**config.mk**
```make
export PLATFORM = sky130hd
export DESIGN_NAME = port_pin_function_select
export DESIGN_NICKNAME = d
export VERILOG_FILES = /design/src/core/port_mux_pkg.sv /design/src/core/port_pin_function_select.sv
export SDC_FILE = /design/constraint.sdc
export NUM_CORES = 1
export LEC_CHECK = 0
export BUFFER_PORTS_ARGS = -buffer_cell sky130_fd_sc_hd__buf_4
export CORE_UTILIZATION = 35
export CTS_BUF_LIST = sky130_fd_sc_hd__clkbuf_8
export DETAILED_ROUTE_END_ITERATION = 8
export SLEW_MARGIN = 5
export SYNTH_ARGS = -nofsm -noshare
export SYNTH_HDL_FRONTEND = slang
export SYNTH_SLANG_ARGS = --single-unit
```
**constraint.sdc**
```tcl
create_clock -name CORE_CLK -period 1.47 [get_ports CORE_CLK]
set_input_delay 0.0735 -clock CORE_CLK [delete_from_list [all_inputs] [get_ports CORE_CLK]]
set_output_delay 0.0735 -clock CORE_CLK [all_outputs]
set_load 0.01 [all_outputs]
```
**src/core/port_mux_pkg.sv**
```systemverilog
// shared constants for the port pin function select block
package port_mux_pkg;
	// register indices on the plain register port (byte addresses as printed)
	localparam logic [7:0] ADDR_OUT_SK = 8'h01; // output latch, serial/key port
	localparam logic [7:0] ADDR_OUT_SIX = 8'h02; // output latch, six-bit port
	localparam logic [7:0] ADDR_OUT_Q1 = 8'h0e; // output latch, first quad port
	localparam logic [7:0] ADDR_OUT_Q2 = 8'h0f; // output latch, second quad port
	localparam logic [7:0] ADDR_DIR_SK = 8'h21; // dir_reg_serial_key_port
	localparam logic [7:0] ADDR_DIR_SIX = 8'h22; // dir_reg_six_bit_port
	localparam logic [7:0] ADDR_DIR_Q1 = 8'h2e; // dir_reg_first_quad_port
	localparam logic [7:0] ADDR_DIR_Q2 = 8'h2f; // dir_reg_second_quad_port
	localparam logic [7:0] ADDR_PU_SK = 8'h31; // pullup_reg_serial_key_port
	localparam logic [7:0] ADDR_PU_Q1 = 8'h3e; // pullup_reg_first_quad_port
	localparam logic [7:0] ADDR_PU_Q2 = 8'h3f; // pullup_reg_second_quad_port
	localparam logic [7:0] ADDR_FSEL1 = 8'h40; // func_select_reg_one
	localparam logic [7:0] ADDR_FSEL2 = 8'h41; // func_select_reg_two
	localparam logic [7:0] ADDR_FSALL = 8'h42; // global_func_select_reg
	// field positions
	localparam int SK_LO = 2; // serial_key_pin_a sits at bit 2
	localparam int SK_HI = 3; // serial_key_pin_b sits at bit 3
	localparam int FSEL1_SKB = 0; // func_select_reg_one: upper pin to alternate
	localparam int FSEL1_SKA = 1; // func_select_reg_one: lower pin to alternate
	localparam int FSALL_Q2 = 0; // global_func_select_reg: second quad to segments
	localparam int FSALL_Q1 = 1; // global_func_select_reg: first quad to segments
	// reset values
	localparam logic [7:0] DIR_RST = 8'hff; // all pins input
	localparam logic [7:0] DATA_RST = 8'h00; // latches, pull-ups, selects
	// fixed-one bits of direction registers (unimplemented pins)
	localparam logic [7:0] DIR_FIX_SK = 8'hf3;
	localparam logic [7:0] DIR_FIX_SIX = 8'hc0;
	localparam logic [7:0] DIR_FIX_Q = 8'hf0;
endpackage : port_mux_pkg

```
**src/core/port_pin_function_select.sv**
```systemverilog
// pin function select and general port logic for four small ports
//
// Decided for this implementation: the address map and strobed register access.
`timescale 1ns/1ps
`default_nettype none
module port_pin_function_select
	import port_mux_pkg::*;
(
	// clock and reset
	input wire logic CORE_CLK,
	input wire logic SRST,
	// register port
	input wire logic [7:0] REG_ADDR,
	input wire logic [7:0] REG_WDATA,
	input wire logic REG_WR,
	input wire logic REG_RD,
	output logic [7:0] REG_RDATA,
	// serial/key pins
	input wire logic [1:0] SK_PIN_IN,
	output logic [1:0] SK_PIN_OUT,
	output logic [1:0] SK_PIN_OE_N,
	output logic [1:0] SK_PULLUP_EN,
	// serial/key peripheral side: index 0 = pin a, 1 = pin b
	input wire logic [1:0] ASYNC_TX_OUT,
	output logic [1:0] KEY_INTR_IN,
	output logic [1:0] ASYNC_RX_IN,
	// six-bit segment port
	input wire logic [5:0] SIX_PIN_IN,
	output logic [5:0] SIX_PIN_OUT,
	output logic [5:0] SIX_PIN_OE_N,
	input wire logic [5:0] LCD_SEG_HIGH,
	// first quad segment port
	input wire logic [3:0] Q1_PIN_IN,
	output logic [3:0] Q1_PIN_OUT,
	output logic [3:0] Q1_PIN_OE_N,
	output logic [3:0] Q1_PULLUP_EN,
	input wire logic [3:0] LCD_SEG_LOW,
	// second quad segment port
	input wire logic [3:0] Q2_PIN_IN,
	output logic [3:0] Q2_PIN_OUT,
	output logic [3:0] Q2_PIN_OE_N,
	output logic [3:0] Q2_PULLUP_EN,
	input wire logic [3:0] LCD_SEG_MID
);
	// all state in one struct
	// one packed struct keeps every flop under one reset and one register process,
	// so no stray flop can miss the synchronous reset
	typedef struct packed {
		logic [1:0] sk_out; // output latch, serial/key
		logic [1:0] sk_dir; // 1 = input
		logic [1:0] sk_pu; // pull-up enable
		logic [5:0] six_out;
		logic [5:0] six_dir;
		logic [3:0] q1_out;
		logic [3:0] q1_dir;
		logic [3:0] q1_pu;
		logic [3:0] q2_out;
		logic [3:0] q2_dir;
		logic [3:0] q2_pu;
		logic [1:0] fsel1; // serial/key alternate select
		logic [5:0] fsel2; // six-bit segment select
		logic [1:0] fsall; // quad segment selects
		logic [1:0] sk_sync; // synchronised pin levels
		logic [5:0] six_sync;
		logic [3:0] q1_sync;
		logic [3:0] q2_sync;
		logic [7:0] rdata;
		logic [1:0] sk_o, sk_oe_n, sk_pue, key_o, rx_o;
		logic [5:0] six_o, six_oe_n;
		logic [3:0] q1_o, q1_oe_n, q1_pue;
		logic [3:0] q2_o, q2_oe_n, q2_pue;
	} state_t;

	state_t st_reg; // registered state
	state_t st_next; // next state
	logic [1:0] sk_alt; // per-pin alternate select, serial/key
	logic [3:0] q1_alt; // per-pin segment select, first quad
	logic [3:0] q2_alt; // per-pin segment select, second quad

	// alternate selects, per single bit
	// the select register keeps pin b in bit 0 and pin a in bit 1, so the pair is swapped here
	assign sk_alt = {st_reg.fsel1[FSEL1_SKB], st_reg.fsel1[FSEL1_SKA]};
	// the quad ports switch as a whole: one global bit fans out to all four pins
	assign q1_alt = {4{st_reg.fsall[FSALL_Q1]}};
	assign q2_alt = {4{st_reg.fsall[FSALL_Q2]}};

	// next-state logic: register writes, readback and pin muxing
	always_comb begin
		st_next = st_reg;
		// register writes
		if (REG_WR) begin
			unique case (REG_ADDR)
				// output latches
				ADDR_OUT_SK: st_next.sk_out = REG_WDATA[SK_HI:SK_LO];
				ADDR_OUT_SIX: st_next.six_out = REG_WDATA[5:0];
				ADDR_OUT_Q1: st_next.q1_out = REG_WDATA[3:0];
				ADDR_OUT_Q2: st_next.q2_out = REG_WDATA[3:0];
				// direction: a one makes the pin an input
				ADDR_DIR_SK: st_next.sk_dir = REG_WDATA[SK_HI:SK_LO];
				ADDR_DIR_SIX: st_next.six_dir = REG_WDATA[5:0];
				ADDR_DIR_Q1: st_next.q1_dir = REG_WDATA[3:0];
				ADDR_DIR_Q2: st_next.q2_dir = REG_WDATA[3:0];
				// pull-up options
				ADDR_PU_SK: st_next.sk_pu = REG_WDATA[SK_HI:SK_LO];
				ADDR_PU_Q1: st_next.q1_pu = REG_WDATA[3:0];
				ADDR_PU_Q2: st_next.q2_pu = REG_WDATA[3:0];
				// function selects take effect on the next edge
				ADDR_FSEL1: st_next.fsel1 = REG_WDATA[1:0];
				ADDR_FSEL2: st_next.fsel2 = REG_WDATA[5:0];
				ADDR_FSALL: st_next.fsall = REG_WDATA[1:0];
				default: ; // unmapped writes are dropped
			endcase
		end
		// read data stands only in the cycle after the strobe
		// a quiet port reads zero, so a late sample never sees stale data
		st_next.rdata = DATA_RST;
		if (REG_RD) begin
			unique case (REG_ADDR)
				// input pins read the synchronised level, outputs the latch
				ADDR_OUT_SK: st_next.rdata = {4'h0,
					(st_reg.sk_dir & st_reg.sk_sync) | (~st_reg.sk_dir & st_reg.sk_out), 2'h0};
				ADDR_OUT_SIX: st_next.rdata = {2'h0,
					(st_reg.six_dir & st_reg.six_sync) | (~st_reg.six_dir & st_reg.six_out)};
				ADDR_OUT_Q1: st_next.rdata = {4'h0,
					(st_reg.q1_dir & st_reg.q1_sync) | (~st_reg.q1_dir & st_reg.q1_out)};
				ADDR_OUT_Q2: st_next.rdata = {4'h0,
					(st_reg.q2_dir & st_reg.q2_sync) | (~st_reg.q2_dir & st_reg.q2_out)};
				// unimplemented direction bits read back as one
				ADDR_DIR_SK: st_next.rdata = DIR_FIX_SK | {4'h0, st_reg.sk_dir, 2'h0};
				ADDR_DIR_SIX: st_next.rdata = DIR_FIX_SIX | {2'h0, st_reg.six_dir};
				ADDR_DIR_Q1: st_next.rdata = DIR_FIX_Q | {4'h0, st_reg.q1_dir};
				ADDR_DIR_Q2: st_next.rdata = DIR_FIX_Q | {4'h0, st_reg.q2_dir};
				// pull-up and select registers read back as written
				ADDR_PU_SK: st_next.rdata = {4'h0, st_reg.sk_pu, 2'h0};
				ADDR_PU_Q1: st_next.rdata = {4'h0, st_reg.q1_pu};
				ADDR_PU_Q2: st_next.rdata = {4'h0, st_reg.q2_pu};
				ADDR_FSEL1: st_next.rdata = {6'h00, st_reg.fsel1};
				ADDR_FSEL2: st_next.rdata = {2'h0, st_reg.fsel2};
				ADDR_FSALL: st_next.rdata = {6'h00, st_reg.fsall};
				default: st_next.rdata = DATA_RST; // unmapped reads as zero
			endcase
		end
		// pin levels are taken as synchronous, one register stage
		// one stage is enough only because the board moves these pins in step with the clock
		st_next.sk_sync = SK_PIN_IN;
		st_next.six_sync = SIX_PIN_IN;
		st_next.q1_sync = Q1_PIN_IN;
		st_next.q2_sync = Q2_PIN_IN;
		// serial/key pins: tx drives an output pin in alternate, rx and key see the pin
		for (int i = 0; i < 2; i++) begin
			st_next.sk_o[i] = sk_alt[i] ? ASYNC_TX_OUT[i] : st_reg.sk_out[i];
			st_next.sk_oe_n[i] = st_reg.sk_dir[i];
			// pull-up only makes sense on an input pin
			st_next.sk_pue[i] = st_reg.sk_pu[i] & st_reg.sk_dir[i];
		end
		// an unrouted key input sits low and an unrouted receive line sits at its idle level,
		// so neither the key logic nor a serial unit sees a false event in port mode
		st_next.key_o = st_reg.sk_sync & sk_alt;
		st_next.rx_o = st_reg.sk_sync | ~sk_alt; // idle high when not routed
		// six-bit port: segment mode forces the driver onto the lcd signal
		// no pull-up exists on this port, so only the driver needs steering
		for (int i = 0; i < 6; i++) begin
			st_next.six_o[i] = st_reg.fsel2[i] ? LCD_SEG_HIGH[i] : st_reg.six_out[i];
			st_next.six_oe_n[i] = st_reg.fsel2[i] ? 1'b0 : st_reg.six_dir[i];
		end
		// quad ports: same scheme plus pull-up killed in segment mode
		// a pull-up fighting a segment driver would skew the lcd levels
		for (int i = 0; i < 4; i++) begin
			st_next.q1_o[i] = q1_alt[i] ? LCD_SEG_LOW[i] : st_reg.q1_out[i];
			st_next.q1_oe_n[i] = q1_alt[i] ? 1'b0 : st_reg.q1_dir[i];
			st_next.q1_pue[i] = ~q1_alt[i] & st_reg.q1_pu[i] & st_reg.q1_dir[i];
			st_next.q2_o[i] = q2_alt[i] ? LCD_SEG_MID[i] : st_reg.q2_out[i];
			st_next.q2_oe_n[i] = q2_alt[i] ? 1'b0 : st_reg.q2_dir[i];
			st_next.q2_pue[i] = ~q2_alt[i] & st_reg.q2_pu[i] & st_reg.q2_dir[i];
		end
	end

	// state register; the active-low board reset is synchronised upstream into SRST
	// zero first, then the fields whose reset level is one
	always_ff @(posedge CORE_CLK) begin
		if (SRST) begin
			st_reg <= '0;
			st_reg.sk_dir <= DIR_RST[SK_HI:SK_LO];
			st_reg.six_dir <= DIR_RST[5:0]; // digital input after reset
			st_reg.q1_dir <= DIR_RST[3:0];
			st_reg.q2_dir <= DIR_RST[3:0];
			// every driver off until software picks a direction or a segment function
			st_reg.sk_oe_n <= '1;
			st_reg.six_oe_n <= '1;
			st_reg.q1_oe_n <= '1;
			st_reg.q2_oe_n <= '1;
			st_reg.rx_o <= '1;
		end else begin
			st_reg <= st_next;
		end
	end

	// outputs straight from flip-flops
	// no logic between flops and pins, so pin timing never depends on the register port
	assign REG_RDATA = st_reg.rdata;
	assign SK_PIN_OUT = st_reg.sk_o;
	assign SK_PIN_OE_N = st_reg.sk_oe_n;
	assign SK_PULLUP_EN = st_reg.sk_pue;
	assign KEY_INTR_IN = st_reg.key_o;
	assign ASYNC_RX_IN = st_reg.rx_o;
	assign SIX_PIN_OUT = st_reg.six_o;
	assign SIX_PIN_OE_N = st_reg.six_oe_n;
	assign Q1_PIN_OUT = st_reg.q1_o;
	assign Q1_PIN_OE_N = st_reg.q1_oe_n;
	assign Q1_PULLUP_EN = st_reg.q1_pue;
	assign Q2_PIN_OUT = st_reg.q2_o;
	assign Q2_PIN_OE_N = st_reg.q2_oe_n;
	assign Q2_PULLUP_EN = st_reg.q2_pue;

	// checks
	// properties run on the core clock; most are switched off while reset is held
	// six-bit and first quad direction registers sit at all-input right after reset
	property p_dir_reset; // direction all input after reset
		@(posedge CORE_CLK) $past(SRST) |-> (st_reg.six_dir == 6'h3f && st_reg.q1_dir == 4'hf);
	endproperty
	a_dir_reset: assert property (p_dir_reset) else $error("direction not input after reset");
	// the six-bit drivers stay off in the cycle after reset ends
	property p_six_input;
		@(posedge CORE_CLK) $past(SRST) |=> (SIX_PIN_OE_N == 6'h3f);
	endproperty
	a_six_input: assert property (p_six_input) else $error("six-bit port not input after reset");
	// a six-bit direction write reaches the enables two edges later while the port is in port mode
	property p_dir_write;
		@(posedge CORE_CLK) disable iff (SRST) (REG_WR && REG_ADDR == ADDR_DIR_SIX && st_reg.fsel2 == 6'h00)
			|=> ##1 (SIX_PIN_OE_N == $past(REG_WDATA[5:0], 2));
	endproperty
	a_dir_write: assert property (p_dir_write) else $error("six-bit direction not applied");
	// segment mode drives every pin of the second quad
	property p_seg_drive;
		@(posedge CORE_CLK) disable iff (SRST) st_reg.fsall[FSALL_Q2] |=> (Q2_PIN_OE_N == 4'h0);
	endproperty
	a_seg_drive: assert property (p_seg_drive) else $error("segment pin not driven");
	// segment mode removes the first quad pull-ups
	property p_seg_pullup;
		@(posedge CORE_CLK) disable iff (SRST) st_reg.fsall[FSALL_Q1] |=> (Q1_PULLUP_EN == 4'h0);
	endproperty
	a_seg_pullup: assert property (p_seg_pullup) else $error("pull-up on in segment mode");
	// a six-bit segment pin carries the lcd signal one edge later
	property p_seg_data;
		@(posedge CORE_CLK) disable iff (SRST) st_reg.fsel2[0] |=> (SIX_PIN_OUT[0] == $past(LCD_SEG_HIGH[0]));
	endproperty
	a_seg_data: assert property (p_seg_data) else $error("segment data not passed");
	// the upper serial/key pin carries the transmit line when routed
	property p_tx_route;
		@(posedge CORE_CLK) disable iff (SRST) sk_alt[1] |=> (SK_PIN_OUT[1] == $past(ASYNC_TX_OUT[1]));
	endproperty
	a_tx_route: assert property (p_tx_route) else $error("serial tx not routed");
	// an enabled pull-up on an input pin reaches the pin
	property p_sk_pullup;
		@(posedge CORE_CLK) disable iff (SRST) (st_reg.sk_pu[0] && st_reg.sk_dir[0]) |=> SK_PULLUP_EN[0];
	endproperty
	a_sk_pullup: assert property (p_sk_pullup) else $error("pull-up not applied");
	// an output pin in port mode drives its latch
	property p_out_mode;
		@(posedge CORE_CLK) disable iff (SRST) (!st_reg.q2_dir[0] && !st_reg.fsall[FSALL_Q2])
			|=> (!Q2_PIN_OE_N[0] && Q2_PIN_OUT[0] == $past(st_reg.q2_out[0]));
	endproperty
	a_out_mode: assert property (p_out_mode) else $error("output mode not driving latch");

	// software writes to the serial/key direction bits show on the enables two edges later
	property p_sk_dir;
		@(posedge CORE_CLK) disable iff (SRST) (REG_WR && REG_ADDR == ADDR_DIR_SK)
			|=> ##1 (SK_PIN_OE_N == $past(REG_WDATA[SK_HI:SK_LO], 2));
	endproperty
	a_sk_dir: assert property (p_sk_dir) else $error("serial/key direction not applied");
	// first quad enables follow a direction write while the port is in port mode
	property p_q1_dir;
		@(posedge CORE_CLK) disable iff (SRST) (REG_WR && REG_ADDR == ADDR_DIR_Q1 && !st_reg.fsall[FSALL_Q1])
			|=> ##1 (Q1_PIN_OE_N == $past(REG_WDATA[3:0], 2));
	endproperty
	a_q1_dir: assert property (p_q1_dir) else $error("first quad direction not applied");
	// second quad enables follow a direction write while the port is in port mode
	property p_q2_dir;
		@(posedge CORE_CLK) disable iff (SRST) (REG_WR && REG_ADDR == ADDR_DIR_Q2 && !st_reg.fsall[FSALL_Q2])
			|=> ##1 (Q2_PIN_OE_N == $past(REG_WDATA[3:0], 2));
	endproperty
	a_q2_dir: assert property (p_q2_dir) else $error("second quad direction not applied");
	// first quad pins carry the lower segment signals in segment mode
	property p_q1_seg;
		@(posedge CORE_CLK) disable iff (SRST) st_reg.fsall[FSALL_Q1] |=> (Q1_PIN_OUT == $past(LCD_SEG_LOW));
	endproperty
	a_q1_seg: assert property (p_q1_seg) else $error("first quad segments not passed");
	// second quad pins carry the middle segment signals in segment mode
	property p_q2_seg;
		@(posedge CORE_CLK) disable iff (SRST) st_reg.fsall[FSALL_Q2] |=> (Q2_PIN_OUT == $past(LCD_SEG_MID));
	endproperty
	a_q2_seg: assert property (p_q2_seg) else $error("second quad segments not passed");
	// an unrouted upper pin leaves its key input low and its receive line idle
	property p_key_idle;
		@(posedge CORE_CLK) disable iff (SRST) !sk_alt[1] |=> (ASYNC_RX_IN[1] && !KEY_INTR_IN[1]);
	endproperty
	a_key_idle: assert property (p_key_idle) else $error("unrouted pin reaches peripheral");
	// a routed lower pin feeds both its key input and its receive line
	property p_rx_route;
		@(posedge CORE_CLK) disable iff (SRST) sk_alt[0]
			|=> (ASYNC_RX_IN[0] == $past(st_reg.sk_sync[0]) && KEY_INTR_IN[0] == $past(st_reg.sk_sync[0]));
	endproperty
	a_rx_route: assert property (p_rx_route) else $error("serial rx or key not routed");
	// the upper pin select bit lands in the alternate select one edge after the write
	property p_fsel1_pin;
		@(posedge CORE_CLK) disable iff (SRST) (REG_WR && REG_ADDR == ADDR_FSEL1)
			|=> (sk_alt[1] == $past(REG_WDATA[FSEL1_SKB]));
	endproperty
	a_fsel1_pin: assert property (p_fsel1_pin) else $error("upper pin select not applied");
	// reset clears every select and pull-up option
	property p_reset_clear;
		@(posedge CORE_CLK) $past(SRST) |-> (st_reg.fsel1 == 2'h0 && st_reg.fsel2 == 6'h00 && st_reg.fsall == 2'h0
			&& st_reg.sk_pu == 2'h0 && st_reg.q1_pu == 4'h0 && st_reg.q2_pu == 4'h0);
	endproperty
	a_reset_clear: assert property (p_reset_clear) else $error("control state not cleared by reset");
	// an enabled first quad pull-up on an input pin in port mode reaches the pin
	property p_q1_pullup;
		@(posedge CORE_CLK) disable iff (SRST) (st_reg.q1_pu[0] && st_reg.q1_dir[0] && !st_reg.fsall[FSALL_Q1])
			|=> Q1_PULLUP_EN[0];
	endproperty
	a_q1_pullup: assert property (p_q1_pullup) else $error("first quad pull-up not applied");
	// a six-bit pin in port mode with direction zero drives its latch
	property p_six_out;
		@(posedge CORE_CLK) disable iff (SRST) (!st_reg.six_dir[0] && !st_reg.fsel2[0])
			|=> (!SIX_PIN_OE_N[0] && SIX_PIN_OUT[0] == $past(st_reg.six_out[0]));
	endproperty
	a_six_out: assert property (p_six_out) else $error("six-bit output mode not driving");
	c_seg_mode: cover property (@(posedge CORE_CLK) st_reg.fsel2 != 6'h00);
	c_tx_mode: cover property (@(posedge CORE_CLK) sk_alt == 2'h3);
	c_out_mode: cover property (@(posedge CORE_CLK) st_reg.q1_dir == 4'h0);
	// main scenarios: a key event routed, a quad port on segments
	c_key_event: cover property (@(posedge CORE_CLK) KEY_INTR_IN[0]);
	c_quad_seg: cover property (@(posedge CORE_CLK) st_reg.fsall != 2'h0);
endmodule : port_pin_function_select
`default_nettype wire

```
==> results of run 1 <==
placed cells by master (no fill, tap or decap), types with 3 or more instances in the layout:
cell type	synthesis	final
mux2i_1	77	77
buf_4	54	150
dfxtp_1	121	117
inv_1	10	15
dfxtp_2	0	4
nor2_1	60	60
a31oi_1	7	7
o21ai_0	7	7
nor3_1	3	3
nand2_1	12	12
mux2_2	6	5
dlygate4sd3_1	0	43
a21o_1	12	12
and3_1	17	17
a211o_1	6	6
a22oi_1	5	5
nor2b_1	16	16
nand3_1	18	18
clkbuf_8	0	21
cell type report:
class                           instances  area, um^2  share of cell area, %
Sequential cell                       121        2427                  35.99
Multi-Input combinational cell        294        2111                  31.29
Timing Repair Buffer                  195        1597                  23.67
Tap cell                              180       225.2                  3.339
Clock buffer                           21       289.0                  4.285
Inverter                               10       37.54                 0.5565
Clock inverter                          8       58.81                 0.8718
power by group:
part	leakage, uW	switching, uW	internal, uW	total [uW]
sequential	0.000980	10.9	3310	3320
combinational	0.00200	229	274	502
clock	0.000200	1220	1450	2660
total	0.00318	1450	5030	6480
critical path: cells and delay by family (launching register included):
family         cells  cell delay [ns]
AO/OA/AOI/OAI      3             0.62
flip-flops         1             0.34
multiplexers       1             0.29
metal layers:
layer  wire length (um)  global-route usage (%)  up-vias  part of all wire, %
met4                197                   7.241        0                  1.4
li1                   -                       -     1972                    -
met1               6358                   25.60     1905                   46
met2               6340                   30.23      149                   46
met3                912                   5.994       17                  6.6
met5                  0                       0        -                    0
worst max path at each step:
stage	from	endpoint	slack (ns)
CTS	st_next[42]$_SDFFE_PP1P_	REG_RDATA[2]$_SDFF_PP0_	0.02
finish	st_next[42]$_SDFFE_PP1P_	REG_RDATA[2]$_SDFF_PP0_	0.09
global placement	REG_ADDR[0]	REG_RDATA[3]$_SDFF_PP0_	-0.28
detailed placement	REG_ADDR[4]	REG_RDATA[3]$_SDFF_PP0_	-0.22
floorplan	REG_ADDR[4]	st_reg[110]$_SDFFE_PP0P_	0.002
global route	st_next[42]$_SDFFE_PP1P_	REG_RDATA[2]$_SDFF_PP0_	-0.002
stage by stage:
| stage | instance area (um^2) | cells | setup TNS [ns] | hold slack (ns) | power [uW] |
|---|---|---|---|---|---|
| floorplan | 5107 | 510 | 0 | 0.2017 | 3576 |
| global placement | 5958 | 757 | -1.708 | 0.2859 | 3800 |
| detailed placement | 5958 | 757 | -2.200 | 0.2892 | 3807 |
| CTS | 6736 | 829 | 0 | 0.03983 | 6562 |
| global route | 6745 | 829 | -0.001534 | 0.08068 | 6753 |
| finish | 6745 | 829 | 0 | 0.07956 | 6484 |
cells by family after synthesis:
logic type	share of synthesized area, %
compound gates	8.059
buf+inv	11.35
simple gates	16.56
flops	47.57
mux	16.46
what timing repair did:
| action | 4_1_cts | 5_1_grt |
|---|---|---|
| hold buffers | 43 | 0 |
| buffers inserted | 0 | 0 |
| resized for setup | 0 | 5 |
| hold endpoints to repair | 66 | 0 |
| endpoints found under the setup margin | 0 | 4 |
==> summary.md, run 1 <==
| Metric | Value |
|---|---|
| Status | completed |
| Cell Chain, Critical Path | mux2_4 > a222oi_1 > o22a_1 > a31oi_1 |
| PwrDens | 961.2 nW/um^2 |
| First-pass GRT wire length | around 22000 um |
| Die width | 122.6 um |
| Worst-Skew Late Latency | 0.44 ns |
| Vias | 4043 |
| Synth top area cells | dfxtp_1 (48%), mux2i_1 (15%), buf_4 (8.0%) |
| Final hold vios | 0 |
| Area leader, netlist | dfxtp_1 |
| Post-synth top flop | dfxtp_1 |
| Layout Utilization | about half |
| Synth top area share | 47.57% |
| Worst-path clk slew | about 0.07 ns |
| Ratio of cells with drive above 1 in the final layout | 30.66% |
| Gr usage total | 19.59% |
| Hold path startpoint | REG_WR |
| Number of port buffers | just over 100 |
| Buffer levels on the longest clock path | 2 |
| Drt drc | 0 |
| Synth-to-layout area growth | 32.46% |
| Crit share post-route | 94.20% |
| Clk Tree Root Cell | clkbuf_8 |
| CP peak stage delay | 0.34 ns |
| Syn avg cell area | 9.985 um^2 |
| Crit Path Max Fanout | 2 |
| Distinct cell type count after synthesis | 56 |
| Initial antenna violation count | 0 |
| Hold endpoint | st_reg[87]$_SDFFE_PP1P_ |
| Final Skew | 0.009038 ns |
| Vias per cell | 4.877 |
| CORE AREA | 14040 um^2 |
| Final Max Tran Viols | 0 |
| CP Capture Type | flop |
| R2R cell count | 4 |
| Peak Freq | 0.7222 GHz |
| Peak VDD IR | ~0.46 mV |
| Number of buffers created by CTS | 17 |
| Syn Std Cell Area | 5092 um^2 |
| FF-to-FF setup slack | around 0.085 ns |
| Max reg flops | 62 |
| Critical path type | flop to flop |
| Row Count | 43 |
| RR Startpoint | st_next[42]$_SDFFE_PP1P_ |
| Hold Crit Depth | 3 |
| Crit start category | flop |
| Nets | 691 |
| Worst r2r dst | REG_RDATA[2]$_SDFF_PP0_ |
| Routed WL | 13810 um |
| Count leader, synth | dfxtp_1 |
| FILL cells | 1306 |
| Tmin final | 1.385 ns |
| Slowest-stage cell, CP | dfxtp_2 |
| Max-Cap Viols | 0 |
| CTS tree | done |
| Initial Utilization | 36.26% |
| Rel. slew slack | between 70% and 80% |
| Synthesized net count | around 560 |
| CTS sink cnt | between 100 and 150 |
| Worst Setup Slack, final | 0.08533 ns |
| HPWL Detailed | approximately 10000 um |
| Post-synth EDFFs | 0 |
| Yosys warning total | 0 |
| Congestion Overflow GR | 0 |
| Seq cells post-synth | 121 |
| CP Data Required Time | roughly 1.8 ns |
| Leak | 0.003178 uW |
| Async SR Flop Fraction | 0% |
| Worst min-delay path class | primary input to flop |
| DRT Pass-1 Iters | 5 |
| Number of global-route vias before repair | 4021 |
| Seq/Total Area, Yosys | 47.57% |
| Worst EP arrival | between 1.5 and 2 ns |
| Largest net degree at the start of global routing | between 50 and 60 |
| GPL Wtd Cong | 0.8826 |
| DRT iter0 DRCs | about 270 |
| CTS H-tree depth | 4 |
| Io pins | 106 |
| Final setup violation count | 0 |
| Post-synth top cells | dfxtp_1 (121), mux2i_1 (77), nor2_1 (60) |
| Dpl ws | -0.2155 ns |
| Die area | around 15000 um^2 |
| Die Y | approximately 120 um |
| Transition time of the tightest slew-check pin | between 0.3 and 0.4 ns |
| ANT nets after route | 0 |
| WL/cell | 16.66 um |
| # diodes | 0 |
| Cells after Synth | 510 |
Note: power is estimated with default switching activity, not from simulation.
==> run 2, diff against run 1 <==
SETUP_SLACK_MARGIN = 0.15   (was not set)
==> summary.md, run 2 (same netlist as run 1, synthesis figures left out) <==
| Metric | Value |
|---|---|
| Die area | 15040 um^2 |
| Hold slack final | 0.07748 ns |
| CP Capture Type | flop |
| Max-Cap Viols | 0 |
| Io pins | 106 |
| Status | completed |
| Dpl cell area | 5947 um^2 |
| Sw Pwr | 1597 uW |
| CORE AREA | 14040 um^2 |
| WL/cell | 16.89 um |
| Worst EP arrival | 1.67 ns |
| Proportion of power drawn by flip-flops and latches | 47.1% |
| CTS H-tree depth | 4 |
| HPWL Detailed | 10090 um |
| Max reg flops | 62 |
| Transition time of the tightest slew-check pin | approximately 0.39 ns |
| Critical path type | flop to flop |
| ANT nets after route | 0 |
| FF-to-FF setup slack | 0.11 ns |
| Worst r2r dst | REG_RDATA[2]$_SDFF_PP0_ |
| Crit path max-delay family | compound AO/OA/AOI/OAI gates |
| Final instance area | 6819 um^2 |
| Rel. slew slack | 74.15% |
| Peak VDD IR | 0.4154 mV |
| Number of buffers created by CTS | 17 |
| Gr usage total | 19.68% |
| Worst min-delay path class | primary input to flop |
| Crit Path Max Fanout | 2 |
| Row Count | 43 |
| CTS tree | done |
| Final Max Tran Viols | 0 |
| Slowest-stage cell, CP | dfxtp_2 |
| CP Data Required Time | 1.78 ns |
| Largest net degree at the start of global routing | 50 |
| Most frequent cells in the layout | buf_4 (147), dfxtp_1 (115), mux2i_1 (77), nor2_1 (60), dlygate4sd3_1 (42) |
| Drt drc | 0 |
| Layout Cells excl Fill | 827 |
| Initial Utilization | ~36% |
| Crit start category | flop |
| Die width | 122.6 um |
| Clk Tree Root Cell | clkbuf_8 |
| Synth-to-layout area growth | 33.91% |
| Buffer levels on the longest clock path | 2 |
| R2R cell count | 4 |
| Most common cell after layout, fill and taps aside | buf_4 |
| Peak Freq | 0.7379 GHz |
| Final hold vios | 0 |
| Hold path startpoint | REG_ADDR[7] |
| Logic pwr share | 7.3% |
| Final setup violation count | 0 |
| DRT iter0 DRCs | 235 |
| Cell Chain, Critical Path | mux2_4 > a222oi_1 > o22a_1 > a31oi_2 |
| Switching share of power | 22.66% |
| Worst Path Buf+Inv | 0 |
| DRT Pass-1 Iters | 5 |
| RR Startpoint | st_next[42]$_SDFFE_PP1P_ |
| Tmin final | 1.355 ns |
| Number of global-route vias before repair | 3983 |
| Clock power share | 45.7% |
| CP peak stage delay | 0.34 ns |
| RSZ-0062 raised after global routing | yes |
| Initial antenna violation count | 0 |
| Die Y | about 120 um |
| Number of port buffers | 103 |
| Hold Crit Depth | 4 |
| Final Skew | 0.01383 ns |
| # diodes | 0 |
| First-pass GRT wire length | 21450 um |
| PwrDens | 1033 nW/um^2 |
| Crit share post-route | 92.19% |
| Int Power | about 5400 uW |
| Hold endpoint | REG_RDATA[3]$_SDFF_PP0_ |
| Ratio of cells with drive above 1 in the final layout | 32.30% |
| Vias | 3978 |
| Congestion Overflow GR | 0 |
| Nets | 686 |
| Vias per cell | 4.810 |
| GPL Wtd Cong | 0.8520 |
| Worst-Skew Late Latency | 0.45 ns |
| Routed WL | 13970 um |
| Leak | 0.003172 uW |
| Worst-path clk slew | 0.07 ns |
| CTS sink cnt | 121 |
| Placed cells | 753 |
## run 2: cell types whose count changed in the layout (fill, tap and decap cells not counted), moves of 2 or more
cell and change:
nand3_2 +2, nand3_1 -2, dfxtp_1 -2, dfxtp_2 +2
buf_4 -3, inv_1 -3, clkbuf_8 -3, clkinvlp_4 +4
bufinv_16 +3
## run 2: how the worst max path moves through the flow
stage,start,to,cells past startpoint
floorplan,REG_ADDR[5],REG_RDATA[0]$_SDFF_PP0_,5
global placement,REG_ADDR[0],REG_RDATA[1]$_SDFF_PP0_,5
detailed placement,REG_ADDR[2],REG_RDATA[4]$_SDFF_PP0_,5
CTS,st_next[42]$_SDFFE_PP1P_,REG_RDATA[2]$_SDFF_PP0_,4
global route,st_next[42]$_SDFFE_PP1P_,REG_RDATA[2]$_SDFF_PP0_,4
finish,st_next[42]$_SDFFE_PP1P_,REG_RDATA[2]$_SDFF_PP0_,4
## run 2: what timing repair did
item,CTS,global route
cloned,0,0
setup buffers,0,0
gates resized for setup,6,4
pin swaps,3,1
endpoints found under the setup margin,4,4
hold buffers,42,0
endpoints found under the hold margin,67,0
## run 2: stage by stage
stage / total power (uW) / setup TNS [ns] / util (%) / worst slack (ns)
after detailed placement: 3812 / -1.974 / 42.35 / -0.1182
after global placement: 3807 / -1.084 / 42.35 / -0.1111
after global routing: 7330 / 0 / 48.56 / 0.07201
after CTS: 7132 / 0 / 48.53 / 0.06256
final: 7045 / 0 / 48.56 / 0.1148
after floorplan: 3584 / 0 / - / 0.06563
## run 2: layer usage
| layer | up-vias | track usage (%) | share of wire, % |
|---|---|---|---|
| met4 | 0 | 11.20 | 3.2 |
| met5 | - | 0 | 0 |
| met1 | 1865 | 25.28 | 48 |
| met2 | 118 | 30.51 | 45 |
| met3 | 27 | 4.089 | 4.1 |
| li1 | 1968 | - | - |
## run 2: power by group through the flow
| stage | clock network [uW] | registers, uW | logic, uW |
|---|---|---|---|
| 6_report | 3220 | 3320 | 512 |
| 2_1_floorplan | 0 | 3390 | 199 |
| 3_5_place_dp | 0 | 3390 | 422 |
| 3_3_place_gp | 0 | 3390 | 417 |
| 5_1_grt | 3460 | 3320 | 550 |
| 4_1_cts | 3300 | 3310 | 513 |
## run 2: tightest hold or removal path, stage by stage
cell and delay (ns):
buf_4 0.13, nor3_1 0.06, nand3_1 0.07, a41oi_1 0.11
## run 2: layout make-up
class                      instances  area [um^2]
inverter                          10        37.54
tap                              180        225.2
sequential                       121         2430
multi-input combinational        294         2153
fill                            1319         7223
clock inverter                    14        181.4
clock buffer                      18        247.7
timing repair buffer             190         1544
